===== config.mk =====
export PLATFORM = sky130hd
export DESIGN_NAME = cgscp_port
export DESIGN_NICKNAME = d
export VERILOG_FILES = /design/src/shared/cgscp_pkg.sv /design/src/hdl/cgscp_sync.sv /design/src/hdl/cgscp_port.sv
export VERILOG_INCLUDE_DIRS = /design/src /design/src/shared
export SDC_FILE = /design/constraint.sdc
export NUM_CORES = 1
export LEC_CHECK = 0
export BUFFER_PORTS_ARGS = -buffer_cell sky130_fd_sc_hd__buf_4
export CORE_ASPECT_RATIO = 0.75
export CORE_UTILIZATION = 55
export CTS_CLUSTER_DIAMETER = 100
export DETAILED_ROUTE_END_ITERATION = 8
export PLACE_DENSITY_LB_ADDON = 0.25
export SLEW_MARGIN = 10
export SYNTH_ARGS = -nofsm -noshare
export SYNTH_HDL_FRONTEND = slang
export SYNTH_HIERARCHICAL = 1
export SYNTH_SLANG_ARGS = --single-unit

===== constraint.sdc =====
create_clock -name clock -period 2.6 [get_ports clock]
set_clock_uncertainty 0.2 [all_clocks]
set_input_delay 0.26 -clock clock [delete_from_list [all_inputs] [get_ports clock]]
set_output_delay 0.26 -clock clock [all_outputs]
set_load 0.03 [all_outputs]

===== src/shared/cgscp_params.svh =====
// Purpose: Offsets, field positions, reset values and timing counts of the clock generator config port.
// Assumes: 100 MHz system clock.
// Notes: Included by the port design file only.
`ifndef CGSCP_PARAMS_SVH
`define CGSCP_PARAMS_SVH
`define CGSCP_ADDR7 7'h69
`define CGSCP_OFS_FUNC_FREQ 4'h0
`define CGSCP_OFS_PROC_CLK 4'h1
`define CGSCP_FUNC_FREQ_RST 8'h42
`define CGSCP_PROC_CLK_RST 8'hff
`define CGSCP_COUNT_RST 8'h09
`define CGSCP_NUM_BYTES 2
`define CGSCP_B0_SEL_SRC 3
`define CGSCP_B0_FS4 2
`define CGSCP_B0_SPREAD 1
`define CGSCP_B0_TRISTATE 0
`define CGSCP_B1_MEM_DRIVE 6
`define CGSCP_B1_PP_DRIVE 5
`define CGSCP_B1_DIFF_DRIVE 4
`define CGSCP_B1_FREE_RUN_EN 3
`define CGSCP_B1_DIFF_EN 1
`define CGSCP_B1_PP_EN 0
`define CGSCP_BIT_RATE_KBPS 100
`define CGSCP_CLK_MHZ 100
`define CGSCP_STRAP_SETTLE_NS 1000
`define CGSCP_STRAP_SETTLE_CYC ((`CGSCP_STRAP_SETTLE_NS * `CGSCP_CLK_MHZ + 999) / 1000)
`endif


===== src/shared/cgscp_pkg.sv =====
// Purpose: Types of the clock generator config port.
// Assumes: Constants come from cgscp_params.svh.
// Notes: One-hot state codes.
package cgscp_pkg;
   typedef enum logic [6:0] {
      CGSCP_IDLE = 7'h01,
      CGSCP_ADDR = 7'h02,
      CGSCP_CMD = 7'h04,
      CGSCP_CNT = 7'h08,
      CGSCP_WDATA = 7'h10,
      CGSCP_RDATA = 7'h20,
      CGSCP_IGNORE = 7'h40
   } cgscp_state_t;
endpackage


===== src/hdl/cgscp_sync.sv =====
// Purpose: Two flip-flop synchroniser for pin inputs.
// Assumes: Asynchronous active-low reset.
// Notes: The first stage is read only by the second.
`timescale 1ns/1ps
module cgscp_sync #(
   parameter int WIDTH = 1,
   parameter logic [WIDTH-1:0] RST_VAL = '0
) (
   input wire logic clock,
   input wire logic resetn,
   input wire logic [WIDTH-1:0] async_in,
   output logic [WIDTH-1:0] sync_out
);
   typedef struct packed {
      logic [WIDTH-1:0] meta;
      logic [WIDTH-1:0] sync;
   } cgscp_sync_st_t;
   cgscp_sync_st_t s_q, s_d;
   always_comb begin
      s_d.meta = async_in;
      s_d.sync = s_q.meta;
   end
   always_ff @(posedge clock or negedge resetn) begin
      if (!resetn) begin
         s_q <= {RST_VAL, RST_VAL};
      end else begin
         s_q <= s_d;
      end
   end
   assign sync_out = s_q.sync;
endmodule // cgscp_sync


===== src/hdl/cgscp_port.sv =====
// Purpose: Two-wire slave configuration port with control bytes 0 and 1.
// Assumes: Bus bit rate far below the 100 MHz clock; SDA and SCL sampled through two flip-flops.
// Notes: Reads return the count byte then control bytes; out-of-range bytes read as zero.
//
// Contract
// Answer only write 0xD2 and read 0xD3.
// Slave accepts writes and returns reads.
// Standard mode 100 kbit/s bit rate.
// Bits shift most significant first.
// Ascending byte order, pointer advances per byte.
// Receiver acknowledges every byte.
// Missing acknowledge ends the transfer.
// Write: command and count acknowledged, discarded.
// Read: count byte first, then data.
// Count byte resets to nine.
// Byte 0 holds five-bit frequency code.
// Byte 0 bit 3 picks register or straps.
// Byte 0 bit 1 enables spread spectrum.
// Byte 0 bit 0 tristates all outputs.
// Byte 1 bit 6 memory clock strength.
// Bits 5, 4 processor clock strengths.
// Byte 1 bit 3 gates free-running memory clock.
// Bits 1, 0 enable processor clocks.
// Straps sampled at power-up, then outputs.
// Foreign addresses ignored, bus left undriven.
`timescale 1ns/1ps
`include "cgscp_params.svh"
module cgscp_port #(
   parameter int STRAP_SETTLE_CYC = `CGSCP_STRAP_SETTLE_CYC
) (
   input wire logic clock,
   input wire logic resetn,
   input wire logic scl_in,
   input wire logic sda_in,
   output logic sda_out,
   output logic sda_oe,
   input wire logic [3:0] strap_freq_code,
   output logic strap_phase,
   output logic [4:0] freq_code,
   output logic spread_enable,
   output logic outputs_tristate,
   output logic memory_drive_normal,
   output logic host_pushpull_drive_normal,
   output logic host_diff_drive_normal,
   output logic memory_clock_free_run_enable,
   output logic host_diff_clock_enable,
   output logic host_pushpull_clock_enable
);
   import cgscp_pkg::*;

   ////////////////////////////////////////////////////////////////////////////
   typedef struct packed {
      cgscp_state_t st;
      logic scl_p;
      logic sda_p;
      logic [7:0] shift;
      logic [3:0] bitcnt;
      logic ack_phase;
      logic master_ack;
      logic [3:0] ptr;
      logic [7:0] func_freq;
      logic [7:0] proc_clk;
      logic [3:0] strap_lat;
      logic strap_done;
      logic [15:0] settle;
      logic sda_drv;
      logic sda_o;
   } cgscp_port_st_t;
   cgscp_port_st_t s_q, s_d;
   logic scl_s, sda_s;
   logic [3:0] strap_s;
   logic scl_rise, scl_fall, start_c, stop_c;

   cgscp_sync #(.WIDTH(2), .RST_VAL(2'h3)) u_bus_sync (
      .clock(clock),
      .resetn(resetn),
      .async_in({scl_in, sda_in}),
      .sync_out({scl_s, sda_s})
   );
   cgscp_sync #(.WIDTH(4), .RST_VAL(4'h0)) u_strap_sync (
      .clock(clock),
      .resetn(resetn),
      .async_in(strap_freq_code),
      .sync_out(strap_s)
   );

   // Read source: index 0 is the count byte, then control bytes from 0 up.
   function automatic logic [7:0] rd_byte(input logic [3:0] idx, input logic [7:0] b0, input logic [7:0] b1);
      if (idx == 4'h0) begin
         rd_byte = `CGSCP_COUNT_RST;
      end else if (idx - 4'h1 == `CGSCP_OFS_FUNC_FREQ) begin
         rd_byte = b0;
      end else if (idx - 4'h1 == `CGSCP_OFS_PROC_CLK) begin
         rd_byte = b1;
      end else begin
         rd_byte = 8'h00;
      end
   endfunction

   ////////////////////////////////////////////////////////////////////////////
   // The bit rate limit is left to the master; oversampling at 100 MHz covers it with wide margin.
   assign scl_rise = scl_s && !s_q.scl_p;
   assign scl_fall = !scl_s && s_q.scl_p;
   assign start_c = scl_s && s_q.scl_p && s_q.sda_p && !sda_s;
   assign stop_c = scl_s && s_q.scl_p && !s_q.sda_p && sda_s;

   always_comb begin
      s_d = s_q;
      s_d.scl_p = scl_s;
      s_d.sda_p = sda_s;
      // Straps are held until the settle count expires, then the pins become outputs.
      if (!s_q.strap_done) begin
         if (s_q.settle == 16'(STRAP_SETTLE_CYC - 1)) begin
            s_d.strap_done = 1'b1;
            s_d.strap_lat = strap_s;
         end else begin
            s_d.settle = s_q.settle + 16'h0001;
         end
      end
      if (start_c) begin
         s_d.st = CGSCP_ADDR;
         s_d.bitcnt = 4'h0;
         s_d.ack_phase = 1'b0;
         s_d.sda_drv = 1'b0;
      end else if (stop_c) begin
         s_d.st = CGSCP_IDLE;
         s_d.sda_drv = 1'b0;
      end else if (scl_rise) begin
         if (s_q.ack_phase) begin
            s_d.master_ack = !sda_s;
         end else if (s_q.st != CGSCP_IDLE && s_q.st != CGSCP_IGNORE) begin
            s_d.shift = {s_q.shift[6:0], sda_s};
            s_d.bitcnt = s_q.bitcnt + 4'h1;
         end
      end else if (scl_fall) begin
         case (s_q.st)
            CGSCP_IDLE, CGSCP_IGNORE: begin
               s_d.sda_drv = 1'b0;
            end
            CGSCP_RDATA: begin
               if (s_q.ack_phase) begin
                  s_d.ack_phase = 1'b0;
                  if (s_q.master_ack) begin
                     s_d.ptr = s_q.ptr + 4'h1;
                     s_d.shift = rd_byte(s_q.ptr + 4'h1, s_q.func_freq, s_q.proc_clk);
                     s_d.sda_drv = 1'b1;
                     s_d.sda_o = s_d.shift[7];
                     s_d.bitcnt = 4'h0;
                  end else begin
                     s_d.st = CGSCP_IGNORE;
                     s_d.sda_drv = 1'b0;
                  end
               end else if (s_q.bitcnt == 4'h8) begin
                  s_d.ack_phase = 1'b1;
                  s_d.sda_drv = 1'b0;
               end else begin
                  // The shifter refills from the bus on every data-bit rise, so the next bit to send is always on top.
                  s_d.sda_o = s_q.shift[7];
               end
            end
            default: begin
               if (s_q.ack_phase) begin
                  s_d.ack_phase = 1'b0;
                  s_d.sda_drv = 1'b0;
                  s_d.bitcnt = 4'h0;
                  if (s_q.st == CGSCP_ADDR && s_q.shift[0]) begin

                     s_d.st = CGSCP_RDATA;
                     s_d.ptr = 4'h0;
                     s_d.shift = rd_byte(4'h0, s_q.func_freq, s_q.proc_clk);
                     s_d.sda_drv = 1'b1;
                     s_d.sda_o = s_d.shift[7];
                  end else if (s_q.st == CGSCP_ADDR) begin
                     s_d.st = CGSCP_CMD;
                  end else if (s_q.st == CGSCP_CMD) begin
                     s_d.st = CGSCP_CNT;
                  end else if (s_q.st == CGSCP_CNT) begin
                     s_d.st = CGSCP_WDATA;
                     s_d.ptr = 4'h0;
                  end else begin
                     s_d.ptr = s_q.ptr + 4'h1;
                  end
               end else if (s_q.bitcnt == 4'h8) begin
                  if (s_q.st == CGSCP_ADDR && s_q.shift[7:1] != `CGSCP_ADDR7) begin
                     s_d.st = CGSCP_IGNORE;
                  end else begin
                     s_d.ack_phase = 1'b1;
                     s_d.sda_drv = 1'b1;
                     s_d.sda_o = 1'b0;
                     if (s_q.st == CGSCP_WDATA) begin
                        if (s_q.ptr == `CGSCP_OFS_FUNC_FREQ) begin
                           s_d.func_freq = s_q.shift;
                        end else if (s_q.ptr == `CGSCP_OFS_PROC_CLK) begin
                           s_d.proc_clk = s_q.shift;
                        end
                     end
                  end
               end
            end
         endcase
      end
   end

   always_ff @(posedge clock or negedge resetn) begin
      if (!resetn) begin
         s_q.st <= CGSCP_IDLE;
         s_q.scl_p <= 1'b1;
         s_q.sda_p <= 1'b1;
         s_q.shift <= 8'h00;
         s_q.bitcnt <= 4'h0;
         s_q.ack_phase <= 1'b0;
         s_q.master_ack <= 1'b0;
         s_q.ptr <= 4'h0;
         s_q.func_freq <= `CGSCP_FUNC_FREQ_RST;
         s_q.proc_clk <= `CGSCP_PROC_CLK_RST;
         s_q.strap_lat <= 4'h0;
         s_q.strap_done <= 1'b0;
         s_q.settle <= 16'h0000;
         s_q.sda_drv <= 1'b0;
         s_q.sda_o <= 1'b1;
      end else begin
         s_q <= s_d;
      end
   end

   ////////////////////////////////////////////////////////////////////////////
   // Open drain: only a low is ever driven; the enable alone carries the level.
   assign sda_out = 1'b0;
   assign sda_oe = s_q.sda_drv && !s_q.sda_o;
   assign strap_phase = !s_q.strap_done;
   assign freq_code = s_q.func_freq[`CGSCP_B0_SEL_SRC] ?
      {s_q.func_freq[`CGSCP_B0_FS4], s_q.func_freq[7:4]} : {1'b0, s_q.strap_lat};
   assign spread_enable = s_q.func_freq[`CGSCP_B0_SPREAD];
   assign outputs_tristate = s_q.func_freq[`CGSCP_B0_TRISTATE];
   assign memory_drive_normal = s_q.proc_clk[`CGSCP_B1_MEM_DRIVE];
   assign host_pushpull_drive_normal = s_q.proc_clk[`CGSCP_B1_PP_DRIVE];
   assign host_diff_drive_normal = s_q.proc_clk[`CGSCP_B1_DIFF_DRIVE];
   assign memory_clock_free_run_enable = s_q.proc_clk[`CGSCP_B1_FREE_RUN_EN];
   assign host_diff_clock_enable = s_q.proc_clk[`CGSCP_B1_DIFF_EN];
   assign host_pushpull_clock_enable = s_q.proc_clk[`CGSCP_B1_PP_EN];
endmodule // cgscp_port


==> impl_metrics.json, run 1 <==
{
  "clockBufferDepth": 2,
  "syn_area_mm2": 0.00399,
  "cts_sinks": 78,
  "fin_crit_sh_pct": 97.4,
  "required_ns": 2.64,
  "startpoint_type": "flop",
  "p_leak_nw": 2.02,
  "multi_input_area_mm2": 0.00188,
  "cts-root-buf": "clkbuf_8",
  "power_density_mw_per_mm2": 531,
  "grt_setup_unrepaired": "true",
  "wirelength_um": 8580,
  "outcome": "finished, final reports clean",
  "grt_max_degree": 41,
  "start_util_pct": 57.8,
  "synth-seq-cells": 78,
  "endpoint_kind": "flop",
  "ys_warn_count": 6,
  "wl_per_cell_um": 17.0,
  "grt_use_total_pct": 24.3,
  "drt_iter0_markers": 209,
  "synthTopCellsByArea": "dfrtp_1 38%, dfstp_2 12%, mux2_2 7.9%",
  "grt_pass1_vias": 2720,
  "die-area_mm2": 0.00760,
  "grt.overflow.total": 0,
  "ys_types": 64,
  "post-route-min-period_ns": 2.53,
  "htreeDepth": 3,
  "drive_gt1_share_pct": 28.2,
  "ant_nets": 0,
  "irDropWorstVdd_v": 0.000379,
  "worstPathArrival_ns": 2.57,
  "yosysTopAreaCellShare_pct": 37.7,
  "die_w_um": 100,
  "cts_buffers": 9,
  "die_y_um": 75.7,
  "fill_cells": 553,
  "globalRouteMet3Util_pct": 6.79,
  "path_class": "flop to flop",
  "std_cell_rows": 26,
  "drc": 0,
  "slew_viol_final": 0,
  "cts_tree": "yes",
  "clkLatencyLatePin_ns": 0.35,
  "synth-main-ff-cell": "dfrtp_1",
  "vias": 2951,
  "hp-class": "flop to flop",
  "hpwlAfterDp_um": 6120,
  "coreArea_mm2": 0.00690,
  "cp_max_fo": 6,
  "synth_cells": 363,
  "dr.pass1.iters": 6,
  "antenna_cells": 0,
  "use_met1_pct": 37.8,
  "timing.fmax_mhz": 395,
  "slowest_stage": "o31ai_1",
  "clkTransAtPathRegs_ns": 0.08,
  "utilization_pct": 66.9,
  "nets": 422,
  "syn-num-nets": 382,
  "setup_viol": 0,
  "power.total_mw": 2.45,
  "area_delta_synth_final_pct": 15.7,
  "async_flop_share_pct": 100,
  "slowest_delay_ns": 0.65,
  "cap_violations": 0,
  "hold_viol": 0,
  "pin_count": 24,
  "cp_cell_sequence": "or4_4, o31ai_1, nor4_2, buf_4, mux2i_1, nand2_1",
  "synth_edf_count": 0,
  "top_usage_layer": "met1",
  "port-buffer-count": 22,
  "tightest_slew_ns": 0.718,
  "antenna_found_initial": 0,
  "synth-seq-area-share_pct": 49.5,
  "synth_top_cell_by_area": "dfrtp_1",
  "grt_pass1_wl_um": 13900,
  "seqCellArea_mm2": 0.00197,
  "gp_congestion": 0.906,
  "grtUsageMet2_pct": 33.3,
  "synth.avg_cell_area_um2": 11.0,
  "max_slew_margin_pct": 51.7,
  "vias_per_cell": 5.83
}
[routing by layer]
metal	vias to the layer above	share of wire, %
li1	1396	-
met1	1440	52
met2	103	41
met3	12	6.3
met4	0	0.91
met5	-	0
[cell usage in the layout, fill, tap and decap left out, types with 6 or more instances in the layout]
cell,Yosys,final
nor2_1,14,14
nand3_1,13,13
nor3_1,10,10
a21oi_1,9,9
nand2_1,30,29
dfstp_2,18,18
o21ai_1,6,6
dfrtp_1,60,60
buf_4,2,39
dlygate4sd3_1,0,7
clkbuf_8,0,9
o21ai_0,6,6
xor2_1,6,6
nand4_1,7,7
mux2i_1,6,6
nor2b_1,6,6
inv_1,12,12
ha_1,11,11
mux2_2,28,28
xnor2_1,13,13
[sequential cells by signal, summed over array words and instances, names as in the netlist]
register and count:
outputs_tristate 1, host_diff_drive_normal 1, u_strap_sync/sync_out 4, u_bus_sync/sync_out 2, u_strap_sync/s_d 4, host_diff_clock_enable 1
memory_clock_free_run_enable 1, spread_enable 1, u_bus_sync/s_d 2, host_pushpull_clock_enable 1, host_pushpull_drive_normal 1, memory_drive_normal 1
s_q 58
[cells by family (layout without fill, tap and decap cells)]
kind of cell	after synthesis	after routing	share of synthesized area [%]
simple gates	124	124	17.6
flops	78	78	49.5
xor+xnor	19	19	4.17
mux	35	35	9.70
other cells	1	1	0.0941
buf+inv	31	76	3.45
compound gates	64	64	12.0
fa+ha+maj	11	11	3.45
[final cells by class]
class | instances | share of cell area (%)
clock inverters | 6 | 1.55
repair buffers | 47 | 8.30
inverters | 13 | 1.06
flip-flops and latches | 78 | 42.8
well taps | 98 | 2.66
multi-input cells | 254 | 40.9
clock buffers | 10 | 2.77
[path summary, 6_finish.rpt]
path                                     startpoint                         end  slack (ns)  depth (start not counted)
worst max register to register              s_q[62]                     s_q[42]        0.07                          6
min in group asynchronous                    resetn                     s_q[46]        0.23                          2
worst min-delay path            u_strap_sync/s_d[0]    u_strap_sync/sync_out[0]        0.15                          0
worst max-delay path                        s_q[62]                     s_q[42]        0.07                          6
max in group asynchronous                    resetn  host_pushpull_clock_enable        1.32                          3
worst min register to register  u_strap_sync/s_d[0]    u_strap_sync/sync_out[0]        0.15                          0
[stage by stage]
step	cells	setup TNS [ns]	setup WS [ns]	cell area, um^2	hold WS (ns)
final	506	0	0.0682	4610	0.152
after global routing	506	-0.0208	-0.0208	4610	0.167
after CTS	506	0	0.0297	4600	0.154
after detailed placement	483	0	0.0507	4330	0.0753
after global placement	483	0	0.128	4330	0.0708
after floorplan	363	0	0.0828	3990	-0.236
[cell usage after synthesis (all sizes together) (6+ instances only)]
master,n
mux2,29
xnor2,13
buf,8
clkbuf,10
nand3,13
nor2,14
nor3,10
dfrtp,60
inv,12
xor2,6
a21oi,9
mux2i,6
nor4,7
nor2b,6
and2,6
nand4,7
nand2,30
dfstp,18
o21ai,12
ha,11
[power breakdown]
group / internal [mW] / switching, mW
registers: 1.26 / 0.0542
clock network: 0.450 / 0.465
logic: 0.0943 / 0.129
[critical path: cells and delay by family (launching register included)]
| family | cells | cell delay [ns] |
|---|---|---|
| and+or+nand+nor | 3 | 0.81 |
| AOI/OAI and AO/OA | 1 | 0.65 |
| muxes | 1 | 0.14 |
| DFF | 1 | 0.44 |
| buffers and inverters | 1 | 0.19 |
[repair_timing]
| action | CTS | global route |
|---|---|---|
| setup endpoints to repair | 0 | 14 |
| endpoints found under the hold margin | 37 | 0 |
| hold buffers | 7 | 0 |
| resized for setup | 0 | 4 |
| setup buffers | 0 | 0 |
(Power assumes the default switching activity.)
==> inputs of run 2 (changes only) <==
--- a/config.mk
+++ b/config.mk
@@ -8,10 +8,11 @@
 export LEC_CHECK = 0
 export BUFFER_PORTS_ARGS = -buffer_cell sky130_fd_sc_hd__buf_4
 export CORE_ASPECT_RATIO = 0.75
-export CORE_UTILIZATION = 55
+export CORE_UTILIZATION = 60
 export CTS_CLUSTER_DIAMETER = 100
 export DETAILED_ROUTE_END_ITERATION = 8
 export PLACE_DENSITY_LB_ADDON = 0.25
+export REMOVE_ABC_BUFFERS = 1
 export SLEW_MARGIN = 10
 export SYNTH_ARGS = -nofsm -noshare
 export SYNTH_HDL_FRONTEND = slang
==> constraint.sdc (replaced) <==
create_clock -name clock -period 2.5 [get_ports clock]
set_clock_uncertainty 0.2 [all_clocks]
set_input_delay 0.25 -clock clock [delete_from_list [all_inputs] [get_ports clock]]
set_output_delay 0.25 -clock clock [all_outputs]
set_load 0.03 [all_outputs]
==> run 2 against run 1 <==
Effect of this change: combinational power is 9.4% higher; global-route usage is 4.0 points higher; clock power is 18% higher; highest routed layer unchanged; non-clock buffer count is 3 higher; via count is 3.8% higher; core utilization is 6.5 points higher; cell count is 2.8% lower; die area is 8.1% lower; wire length is 2.8% higher; critical endpoint is now s_q[45]; worst hold slack better by 0.0016 ns; total power is 9.8% higher; largest cell class unchanged.
==> impl_metrics.json, run 2 (synthesized netlist as in run 1, its figures left out) <==
{
  "tns_ns": 0,
  "timing.hold.ws_ns": 0.153,
  "slowest_stage": "dfstp_2",
  "cp_cell_sequence": "inv_1, ha_4, ha_1, nor3_2, o21ai_1, or3_4, nand2b_2, mux2_2",
  "antenna_found_initial": 0,
  "pin_count": 24,
  "worstPathArrival_ns": 2.49,
  "dpl_cell_area_mm2": 0.00432,
  "hold_viol": 0,
  "vias_per_cell": 6.22,
  "gp_congestion": 0.912,
  "die-area_mm2": 0.00698,
  "setup_viol": 0,
  "die_y_um": 72.6,
  "drt_iter0_markers": 327,
  "fin_area_mm2": 0.00466,
  "startpoint_type": "flop",
  "grt_pass1_wl_um": 14800,
  "cts-root-buf": "clkbuf_8",
  "nets": 425,
  "grt_use_total_pct": 28.3,
  "tightest_slew_ns": 0.960,
  "vias": 3062,
  "fin_cells": 492,
  "timing.fmax_mhz": 409,
  "hp-class": "flop to flop",
  "postCtsSetupRepairBufs": 0,
  "grt_setup_unrepaired": "true",
  "htreeDepth": 3,
  "std_cell_rows": 25,
  "max_slew_margin_pct": 36.0,
  "drc": 0,
  "clockBufferDepth": 2,
  "crit_family": "simple AND/OR/NAND/NOR gates",
  "critPathBufInv": 1,
  "largest_reg_flops": 58,
  "grt_max_degree": 79,
  "antenna_cells": 0,
  "wirelength_um": 8820,
  "port-buffer-count": 22,
  "power.total_mw": 2.69,
  "ant_nets": 0,
  "slew_viol_final": 0,
  "path_class": "flop to flop",
  "grt.overflow.total": 0,
  "cts_buffers": 9,
  "irDropWorstVdd_v": 0.000420,
  "post-route-min-period_ns": 2.44,
  "p_leak_nw": 2.05,
  "required_ns": 2.55,
  "layout_commonest_cell": "dfrtp_1",
  "power_density_mw_per_mm2": 577,
  "cts_tree": "yes",
  "cts_sinks": 78,
  "cp_max_fo": 5,
  "setup_slack_ns": 0.0578,
  "die_w_um": 96.1,
  "endpoint_kind": "flop",
  "area_delta_synth_final_pct": 16.9,
  "slowest_delay_ns": 0.57,
  "top_register": "s_q",
  "drive_gt1_share_pct": 30.2,
  "hpwlAfterDp_um": 6030,
  "clkLatencyLatePin_ns": 0.35,
  "clkTransAtPathRegs_ns": 0.08,
  "final_cell_mix": "59 x dfrtp_1, 43 x buf_4, 29 x nand2_1, 28 x mux2_2, 18 x dfstp_2",
  "dr.pass1.iters": 5,
  "grt_pass1_vias": 2962,
  "utilization_pct": 73.4,
  "dp_slack_ns": -0.107,
  "start_util_pct": 62.8,
  "outcome": "finished, final reports clean",
  "coreArea_mm2": 0.00635,
  "dp.cells": 469,
  "cap_violations": 0,
  "wl_per_cell_um": 17.9,
  "fin_crit_sh_pct": 97.7
}
==> run 2: changes by cell type in the layout (fill, tap and decap cells not counted), moves of 2 or more <==
cell and change:
buf_4 +4, clkinvlp_4 -2, inv_6 +2, clkinv_4 -2
==> run 2: worst paths after layout <==
path / slack [ns] / cells past startpoint / from / end
hold / removal: 0.15 / 0 / u_strap_sync/s_d[3] / u_strap_sync/sync_out[3]
min in group asynchronous: 0.37 / 2 / resetn / s_q[61]
hold reg to reg: 0.15 / 0 / u_strap_sync/s_d[3] / u_strap_sync/sync_out[3]
max in group asynchronous: 1.09 / 2 / resetn / s_q[39]
setup reg to reg: 0.06 / 8 / s_q[58] / s_q[45]
setup / recovery: 0.06 / 8 / s_q[58] / s_q[45]
==> run 2: worst register-to-register path, stage by stage (launching register included) <==
cell and delay [ns]:
dfstp_2 0.57, inv_1 0.08, ha_4 0.18, ha_1 0.20, nor3_2 0.18, o21ai_1 0.10
or3_4 0.41, nand2b_2 0.10, mux2_2 0.33
==> run 2: layer usage <==
metal | wire length [um] | GRT usage [%]
met5 | 0 | 0
met4 | 123 | 6.80
met3 | 657 | 8.85
met2 | 3710 | 38.7
met1 | 4330 | 43.7
==> run 2: timing repair <==
action,CTS,global route
hold buffers,7,0
setup endpoints to repair,10,19
gates cloned,0,0
endpoints found under the hold margin,66,0
gates resized for setup,2,9
==> run 2: power by group <==
group / switching [mW] / internal [mW]
sequential: 0.0608 / 1.31
clock: 0.498 / 0.578
combinational: 0.141 / 0.104
total: 0.700 / 1.99
==> run 2: layout make-up <==
class	count	area, um^2
Inverter	13	48.8
Fill cell	441	1690
Sequential cell	78	1980
Timing Repair Buffer	50	393
Tap cell	81	101
Clock buffer	9	124
Multi-Input combinational cell	254	1910
Clock inverter	7	103
